### src/logic/temp_format_pkg.sv
/*
  Constants shared by the temperature result formatter: register byte
  offsets on the APB slave, field positions, status bit layout, output
  encodings and reset values.
  Assumes a 32-bit APB with byte addresses; each register is one word.
*/
// Summary of operation
// - reset selects standard range for both channels
// - standard range: negative result gives integer zero
// - standard range: above 127 saturates at 7F
// - config bit 2 selects standard or extended
// - range change applies from next conversion only
// - extended range adds offset of 64
// - extended codes span minus 64 to 191
// - limits never reformatted; host rewrites them
// - high byte holds whole degrees, one per count
// - low byte holds the fractional degrees
// - remote channel always sixteenth-degree resolution
// - local resolution half to sixteenth, two bits
// - high or low limit crossing drives alarm
// - separate thermal limits drive thermal flag
// - alarm and thermal outputs only pull low
package temp_format_pkg;

  // register byte offsets
  localparam logic [11:0] OFS_CONFIG     = 12'h000;
  localparam logic [11:0] OFS_RESOLUTION = 12'h004;
  localparam logic [11:0] OFS_LOCAL_RES  = 12'h008;
  localparam logic [11:0] OFS_REMOTE_RES = 12'h00c;
  localparam logic [11:0] OFS_LOCAL_HI   = 12'h010;
  localparam logic [11:0] OFS_LOCAL_LO   = 12'h014;
  localparam logic [11:0] OFS_REMOTE_HI  = 12'h018;
  localparam logic [11:0] OFS_REMOTE_LO  = 12'h01c;
  localparam logic [11:0] OFS_LOCAL_TH   = 12'h020;
  localparam logic [11:0] OFS_REMOTE_TH  = 12'h024;
  localparam logic [11:0] OFS_STATUS     = 12'h028;
  localparam logic [11:0] OFS_MASK       = 12'h02c;
  localparam logic [11:0] OFS_PINS       = 12'h030;

  // field positions
  localparam int CFG_RANGE_BIT  = 2;
  localparam int RES_MSB_BIT    = 1;
  localparam int RES_LSB_BIT    = 0;
  localparam int PIN_ALARM_BIT  = 0;
  localparam int PIN_THERMAL_FLAG_OUTPUT_BIT  = 1;

  // channel indices
  localparam int CH_LOCAL  = 0;
  localparam int CH_REMOTE = 1;
  localparam int NUM_CH    = 2;

  // status bits: per channel high, low, thermal, conversion done
  localparam int STAT_W     = 8;
  localparam int STAT_HI    = 0;
  localparam int STAT_LO    = 2;
  localparam int STAT_TH    = 4;
  localparam int STAT_DONE  = 6;

  // result encoding
  localparam int FRAC_BITS  = 4;
  localparam int EXT_OFFSET = 64;
  localparam int STD_MAX    = 127;
  localparam int EXT_MAX    = 255;
  localparam logic [3:0] MASK_HALF    = 4'h8;
  localparam logic [3:0] MASK_QUARTER = 4'hc;
  localparam logic [3:0] MASK_EIGHTH  = 4'he;
  localparam logic [3:0] MASK_FULL    = 4'hf;

  // local resolution field codes
  localparam logic [1:0] RES_HALF    = 2'h0;
  localparam logic [1:0] RES_QUARTER = 2'h1;
  localparam logic [1:0] RES_EIGHTH  = 2'h2;
  localparam logic [1:0] RES_FULL    = 2'h3;

  // reset values
  localparam logic [7:0]  RST_CONFIG = 8'h00;
  localparam logic [1:0]  RST_RES    = RES_FULL;
  localparam logic [15:0] RST_RESULT = 16'h0000;

endpackage

### src/logic/temperature_result_formatter.sv
/*
  Temperature result formatter: turns raw signed conversion results of
  the local and remote channels into two-byte register values, keeps
  them behind an APB slave, compares them against programmed limits and
  drives an open-drain alarm pin, an open-drain thermal flag pin and a
  level interrupt.
  Assumes the converter delivers one signed result in sixteenths of a
  degree per one-cycle conv_valid pulse, synchronous to pclk.
*/
`timescale 1ns/10ps
`default_nettype none

module temperature_result_formatter
  import temp_format_pkg::*;
#(
  parameter int         TEMP_W       = 16,
  parameter logic [7:0] RST_LIMIT_HI = 8'h7f,
  parameter logic [7:0] RST_LIMIT_LO = 8'h00,
  parameter logic [7:0] RST_LIMIT_TH = 8'h7f
) (
  input  wire logic              pclk,
  input  wire logic              presetn,
  input  wire logic              psel,
  input  wire logic              penable,
  input  wire logic              pwrite,
  input  wire logic [11:0]       paddr,
  input  wire logic [31:0]       pwdata,
  output logic      [31:0]       prdata,
  output logic                   pready,
  output logic                   pslverr,
  input  wire logic              conv_valid,
  input  wire logic              conv_remote,
  input  wire logic [TEMP_W-1:0] conv_temp,
  input  wire logic              alarm_in,
  output logic                   alarm_out,
  output logic                   alarm_oe,
  input  wire logic              thermal_flag_output_in,
  output logic                   thermal_flag_output_out,
  output logic                   thermal_flag_output_oe,
  output logic                   irq
);

  ////////////////////////////////////////////////////////////////////////
  // functions

  // fraction mask for a local resolution code
  function automatic logic [3:0] res_mask(input logic [1:0] code);
    logic [3:0] m;
    m = MASK_FULL;
    unique case (code)
      RES_HALF:    m = MASK_HALF;
      RES_QUARTER: m = MASK_QUARTER;
      RES_EIGHTH:  m = MASK_EIGHTH;
      RES_FULL:    m = MASK_FULL;
    endcase
    return m;
  endfunction

  // raw signed sixteenths to {integer byte, fraction byte}
  function automatic logic [15:0] fmt_result(
    input logic [TEMP_W-1:0] raw,
    input logic              ext,
    input logic [3:0]        mask
  );
    logic signed [TEMP_W-1:0] whole;
    logic signed [TEMP_W-1:0] code;
    logic signed [TEMP_W-1:0] top;
    logic [15:0]              r;
    whole = signed'(raw) >>> FRAC_BITS;
    code  = whole + (ext ? TEMP_W'(EXT_OFFSET) : '0);
    top   = ext ? TEMP_W'(EXT_MAX) : TEMP_W'(STD_MAX);
    if (code < 0) begin
      r = 16'h0000;
    end else if (code > top) begin
      r = {top[7:0], 8'h00};
    end else begin
      // fraction sits in the upper nibble, lower nibble zero
      r = {code[7:0], raw[FRAC_BITS-1:0] & mask, 4'h0};
    end
    return r;
  endfunction

  // register read selection
  function automatic logic [31:0] pick(input logic [31:0] v, input logic hit);
    return hit ? v : 32'h0000_0000;
  endfunction

  ////////////////////////////////////////////////////////////////////////
  // state

  logic [7:0]        config_reg;
  logic [1:0]        resolution;
  logic [15:0]       result   [NUM_CH];
  logic [7:0]        limit_hi [NUM_CH];
  logic [7:0]        limit_lo [NUM_CH];
  logic [7:0]        limit_th [NUM_CH];
  logic [NUM_CH-1:0] over_hi;
  logic [NUM_CH-1:0] under_lo;
  logic [NUM_CH-1:0] over_th;
  logic [STAT_W-1:0] status;
  logic [STAT_W-1:0] mask;

  ////////////////////////////////////////////////////////////////////////
  // apb decode

  wire logic wr_en   = psel & penable & pwrite;
  wire logic setup   = psel & ~penable;
  wire logic hit_cfg = paddr == OFS_CONFIG;
  wire logic hit_res = paddr == OFS_RESOLUTION;
  wire logic hit_lr  = paddr == OFS_LOCAL_RES;
  wire logic hit_rr  = paddr == OFS_REMOTE_RES;
  wire logic hit_lh  = paddr == OFS_LOCAL_HI;
  wire logic hit_ll  = paddr == OFS_LOCAL_LO;
  wire logic hit_rh  = paddr == OFS_REMOTE_HI;
  wire logic hit_rl  = paddr == OFS_REMOTE_LO;
  wire logic hit_lt  = paddr == OFS_LOCAL_TH;
  wire logic hit_rt  = paddr == OFS_REMOTE_TH;
  wire logic hit_st  = paddr == OFS_STATUS;
  wire logic hit_mk  = paddr == OFS_MASK;
  wire logic hit_pin = paddr == OFS_PINS;
  wire logic mapped  = hit_cfg | hit_res | hit_lr | hit_rr | hit_lh
                     | hit_ll | hit_rh | hit_rl | hit_lt | hit_rt
                     | hit_st | hit_mk | hit_pin;

  // zero wait states; unmapped addresses answer with an error
  assign pready  = 1'b1;
  assign pslverr = psel & penable & ~mapped;

  wire logic [31:0] rd_value =
      pick({24'h0, config_reg}, hit_cfg)
    | pick({30'h0, resolution}, hit_res)
    | pick({16'h0, result[CH_LOCAL]}, hit_lr)
    | pick({16'h0, result[CH_REMOTE]}, hit_rr)
    | pick({24'h0, limit_hi[CH_LOCAL]}, hit_lh)
    | pick({24'h0, limit_lo[CH_LOCAL]}, hit_ll)
    | pick({24'h0, limit_hi[CH_REMOTE]}, hit_rh)
    | pick({24'h0, limit_lo[CH_REMOTE]}, hit_rl)
    | pick({24'h0, limit_th[CH_LOCAL]}, hit_lt)
    | pick({24'h0, limit_th[CH_REMOTE]}, hit_rt)
    | pick({24'h0, status}, hit_st)
    | pick({24'h0, mask}, hit_mk)
    | pick({30'h0, thermal_flag_output_in, alarm_in}, hit_pin);

  // read data captured in the setup cycle so it comes from a flop
  always_ff @(posedge pclk or negedge presetn) begin
    if (!presetn) begin
      prdata <= 32'h0000_0000;
    end else if (setup & ~pwrite) begin
      prdata <= rd_value;
    end
  end

  ////////////////////////////////////////////////////////////////////////
  // configuration and resolution

  // range bit is read only when a conversion is formatted
  always_ff @(posedge pclk or negedge presetn) begin
    if (!presetn) begin
      config_reg <= RST_CONFIG;
    end else if (wr_en & hit_cfg) begin
      config_reg <= pwdata[7:0];
    end
  end

  always_ff @(posedge pclk or negedge presetn) begin
    if (!presetn) begin
      resolution <= RST_RES;
    end else if (wr_en & hit_res) begin
      resolution <= {pwdata[RES_MSB_BIT], pwdata[RES_LSB_BIT]};
    end
  end

  // limits are stored as written and never reformatted on range change
  always_ff @(posedge pclk or negedge presetn) begin
    if (!presetn) begin
      limit_hi <= '{default: RST_LIMIT_HI};
      limit_lo <= '{default: RST_LIMIT_LO};
      limit_th <= '{default: RST_LIMIT_TH};
    end else if (wr_en) begin
      if (hit_lh) limit_hi[CH_LOCAL]  <= pwdata[7:0];
      if (hit_ll) limit_lo[CH_LOCAL]  <= pwdata[7:0];
      if (hit_rh) limit_hi[CH_REMOTE] <= pwdata[7:0];
      if (hit_rl) limit_lo[CH_REMOTE] <= pwdata[7:0];
      if (hit_lt) limit_th[CH_LOCAL]  <= pwdata[7:0];
      if (hit_rt) limit_th[CH_REMOTE] <= pwdata[7:0];
    end
  end

  ////////////////////////////////////////////////////////////////////////
  // conversion formatting and comparison

  wire logic       ext_range = config_reg[CFG_RANGE_BIT];
  wire logic [31:0] conv_ch  = conv_remote ? CH_REMOTE : CH_LOCAL;
  // remote always keeps every fraction bit
  wire logic [3:0] frac_mask = conv_remote ? MASK_FULL
                                           : res_mask(resolution);
  wire logic [15:0] next_result = fmt_result(conv_temp, ext_range, frac_mask);
  wire logic [7:0]  next_whole  = next_result[15:8];

  // per-channel storage; stored values never rewritten on range change
  generate
    for (genvar c = 0; c < NUM_CH; c++) begin : g_ch
      wire logic take = conv_valid & (conv_ch == c);
      always_ff @(posedge pclk or negedge presetn) begin
        if (!presetn) begin
          result[c]   <= RST_RESULT;
          over_hi[c]  <= 1'b0;
          under_lo[c] <= 1'b0;
          over_th[c]  <= 1'b0;
        end else if (take) begin
          result[c]   <= next_result;
          over_hi[c]  <= next_whole > limit_hi[c];
          under_lo[c] <= next_whole < limit_lo[c];
          over_th[c]  <= next_whole > limit_th[c];
        end
      end
    end
  endgenerate

  ////////////////////////////////////////////////////////////////////////
  // status, mask and interrupt

  // events of this cycle; a new event beats a same-cycle clear
  wire logic [NUM_CH-1:0] done_ev = {conv_valid & conv_remote,
                                     conv_valid & ~conv_remote};
  wire logic [NUM_CH-1:0] hi_ev   = done_ev & {2{next_whole > 8'h00}}
                                  & {next_whole > limit_hi[CH_REMOTE],
                                     next_whole > limit_hi[CH_LOCAL]};
  wire logic [NUM_CH-1:0] lo_ev   = done_ev
                                  & {next_whole < limit_lo[CH_REMOTE],
                                     next_whole < limit_lo[CH_LOCAL]};
  wire logic [NUM_CH-1:0] th_ev   = done_ev
                                  & {next_whole > limit_th[CH_REMOTE],
                                     next_whole > limit_th[CH_LOCAL]};
  wire logic [STAT_W-1:0] set_ev  = {done_ev, th_ev, lo_ev, hi_ev};
  wire logic [STAT_W-1:0] clr     = (wr_en & hit_st) ? pwdata[STAT_W-1:0]
                                                     : '0;
  wire logic [STAT_W-1:0] next_status = (status & ~clr) | set_ev;

  always_ff @(posedge pclk or negedge presetn) begin
    if (!presetn) begin
      status <= '0;
    end else begin
      status <= next_status;
    end
  end

  always_ff @(posedge pclk or negedge presetn) begin
    if (!presetn) begin
      mask <= '0;
    end else if (wr_en & hit_mk) begin
      mask <= pwdata[STAT_W-1:0];
    end
  end

  assign irq = |(status & mask);

  ////////////////////////////////////////////////////////////////////////
  // open-drain pins: data is always low, only the enable moves

  // comparator state is level: pin released once the latest result of both channels is back in range
  assign alarm_out               = 1'b0;
  assign alarm_oe                = |(over_hi | under_lo);
  assign thermal_flag_output_out = 1'b0;
  assign thermal_flag_output_oe  = |over_th;

endmodule

`default_nettype wire

### config.mk
export PLATFORM = sky130hd
export DESIGN_NAME = temperature_result_formatter
export DESIGN_NICKNAME = d
export VERILOG_FILES = /design/src/logic/temp_format_pkg.sv /design/src/logic/temperature_result_formatter.sv
export SDC_FILE = /design/constraint.sdc
export NUM_CORES = 1
export LEC_CHECK = 0
export BUFFER_PORTS_ARGS = -buffer_cell sky130_fd_sc_hd__clkbuf_2
export CORE_MARGIN = 1
export CORE_UTILIZATION = 31
export DETAILED_ROUTE_END_ITERATION = 12
export HOLD_SLACK_MARGIN = 0.06
export PLACE_DENSITY_LB_ADDON = 0.12
export SETUP_SLACK_MARGIN = 0.4
export SLEW_MARGIN = 10
export SYNTH_ARGS = -nofsm -noshare
export SYNTH_HDL_FRONTEND = slang
export SYNTH_SLANG_ARGS = --single-unit
### constraint.sdc
create_clock -name pclk -period 3.57 [get_ports pclk]
set_input_delay 0.8925 -clock pclk [delete_from_list [all_inputs] [get_ports pclk]]
set_output_delay 0.8925 -clock pclk [all_outputs]
set_load 0.02 [all_outputs]
==> impl_metrics.ini <==
[status]
status = completed

[drt]
drtIter0Drc = 387
ant_nets = 0
drt_pre_antenna_iters = 5
vias = 6016
avgViaCountPerCell = 5.23
drc = 0
wl_per_cell_um = 20.5
routed_wl_mm = 23.6

[timing]
worstMarginPinSlew_ns = 0.727
slew_headroom = 0.515
period_minus_slack_ns = 3.39
hold_viol_final = 0
finalSetupViolCount = 0
skew_ns = 0.00764
finalCritPeriodShare = 0.949
slew_violations = 0
fmax_ghz = 0.295
rsz0062_at_grt = yes
hold_ws_ns = 0.455

[synth]
synthCells = 716
yosys-mux-area-fraction = 0.0748
avgSynthCellArea_um2 = 9.60
synth.distinct_cells = 72
synth_compound_gate_area_share = 0.184
synth_top_area_frac = 0.328
synth_edf_count = 0
yosys.area.top_type = dfrtp_1
ys_ff_latch = 120
ys_warn_count = 0
ys_async_sr_fraction = 1.00
synthTopCellsByArea = dfrtp_1 (33%), dfstp_2 (11%), ha_1 (7.6%)
yosys.area_share.simple = 0.144
netlist_area_um2 = 6870
synth_flop_cell = dfrtp_1
yosys.area_share.adder = 0.0779
seq_area_frac_synth = 0.442
synth-xor-area-share = 0.00637
synth_top_family_by_area = compound AO/OA/AOI/OAI gates

[finish]
nets = 969
antenna_cells = 0
seq_area_um2 = 3040
multiInputGateArea_um2 = 3890
registers.top_by_ff_count = result
drive_gt1_frac = 0.382
largest_reg_flops = 24
mostFrequentLayoutCells = nand2_1 (111), dfrtp_1 (90), buf_4 (82)
final_common_cell = nand2_1
syn_to_final_growth_pct = 35.1
fillers = 2117

[cts]
cts.sinks = 120
path_clk_slew_ns = 0.06
cts_max_level = 4
cts_hold_buffers = 0
clockBufferDepth = 2
root_buffer = clkbuf_16
numCtsBuffers = 17
cts_tree = yes
clock_latency_ns = 0.42

[critical_path]
r2r-start = config_reg[2]
crit_buf_inv = 5
path_depth = 16
crit_path_start = conv_temp[10]
crit_fanout = 6
worstSetupStartpointType = input port
r2r_cells = 15
end_kind = flip-flop
crit_family = compound AO/OA/AOI/OAI gates
critPathArrivalTime_ns = 3.75
worstSetupPathType = input port to flip-flop
worst_path_max_delay_cell = or3b_1
crit_path_max_incr_delay_ns = 0.37
cp_cell_sequence = buf_8 -> ha_4 -> or3b_1 -> a21oi_2 -> o211ai_4 -> buf_6 -> o21ai_4 -> clkinv_4 -> ha_4 -> buf_4 -> o221a_4 -> o221ai_2 -> o311ai_2 -> a41oi_2 -> buf_4 -> a21o_1
cp_data_required_time_ns = 3.93

[power]
power_density_nw_per_um2 = 409
p_leak_nw = 4.34
peakVddDrop_uv = 305
total_power_mw = 3.79

[grt]
antenna_found_initial = 0
grt_usage = 0.219
grt_pass1_vias = 6062
grt_pass1_wl_mm = 35.9
grt_overflow = 0
grt_max_degree = 86

[floorplan]
io_pins = 108
rows = 54
dieArea_um2 = 22800
die_w_um = 151
core-area_um2 = 21800
die_y_um = 151
start_util = 0.316

[job]
drv_cap = 0

[placement]
globalplace.congestion = 0.890
dp_hpwl_mm = 17.5
numPortBuffers = 64

[worst_hold_path]
hold_class = input port to asynchronous set/reset pin
cell families after synthesis:
| kind of cell | after synthesis |
|---|---|
| simple gates | 208 |
| compound gates | 194 |
| flops | 120 |
| buf+inv | 105 |
| fa+ha+maj | 43 |
| mux | 39 |
| xor+xnor | 5 |
| other cells | 2 |
cell usage after synthesis, types with 3 or more instances:
master,instances
a21boi_0,3
a21o_1,16
a21oi_1,16
a221oi_1,8
a222oi_1,3
a22o_1,4
a22oi_1,20
a31oi_1,8
a41oi_1,3
and2_1,3
buf_2,7
buf_4,20
clkbuf_1,22
dfrtp_1,90
dfstp_2,30
ha_1,42
inv_1,55
mux2_2,29
mux2i_1,3
mux4_2,7
nand2_1,111
nand2b_1,3
nand3_1,14
nand4_1,12
nor2_1,22
nor2b_1,4
nor3_1,11
nor3_2,3
nor4_1,4
o21ai_0,85
or2_2,4
xnor2_1,3
per-stage QoR:
step            util  instances  worst slack (ns)  setup TNS (ns)  instance area, um2
2_1_floorplan      -        733            0.0575               0                7130
3_3_place_gp   0.374       1104            -0.304           -3.21                8150
6_report       0.427       1151             0.182               0                9280
3_5_place_dp   0.374       1104            -0.421           -4.07                8150
5_1_grt        0.427       1151            0.0916               0                9280
4_1_cts        0.423       1147             0.200               0                9210
report_power, final:
group | switching (mW) | internal, mW
Sequential | 0.0199 | 1.40
Combinational | 0.244 | 0.148
Clock | 0.670 | 1.31
Total | 0.934 | 2.86
path summary, 6_finish.rpt:
kind | endpoint | slack (ns)
setup / recovery | status[3] | 0.18
hold / removal | limit_lo[14] | 0.46
hold reg to reg | under_lo[1] | 0.47
min in group pclk | under_lo[1] | 0.47
max in group asynchronous | limit_hi[9] | 2.22
setup reg to reg | status[3] | 0.27
worst reg2reg max path: cells and delay by family, from the launching register on:
| family | cells | cell delay (ns) |
|---|---|---|
| buffers and inverters | 4 | 0.63 |
| and+or+nand+nor | 1 | 0.37 |
| AOI/OAI and AO/OA | 8 | 1.37 |
| DFF | 1 | 0.45 |
| adders and majority gates | 2 | 0.41 |
routing by layer:
layer	wire, um	up-vias	global-route usage
li1	-	2810	-
met1	10800	2983	0.293
met2	11200	181	0.356
met3	928	42	0.0373
met4	626	0	0.0745
met5	0	-	0
final cells by class:
type / instances / share of cell area
clock buffers: 17 / 0.0458
clock inverters: 15 / 0.0268
inverters: 55 / 0.0244
multi-input cells: 508 / 0.419
flip-flops and latches: 120 / 0.328
well taps: 280 / 0.0378
repair buffers: 156 / 0.119
repair_timing:
action                     in CTS  in global routing
cloned                          0                  0
pin swaps                      29                 15
setup buffers                  11                  4
resized for setup              49                  9
setup endpoints to repair      12                 12
No activity file was read; power rests on OpenSTA's default activity.
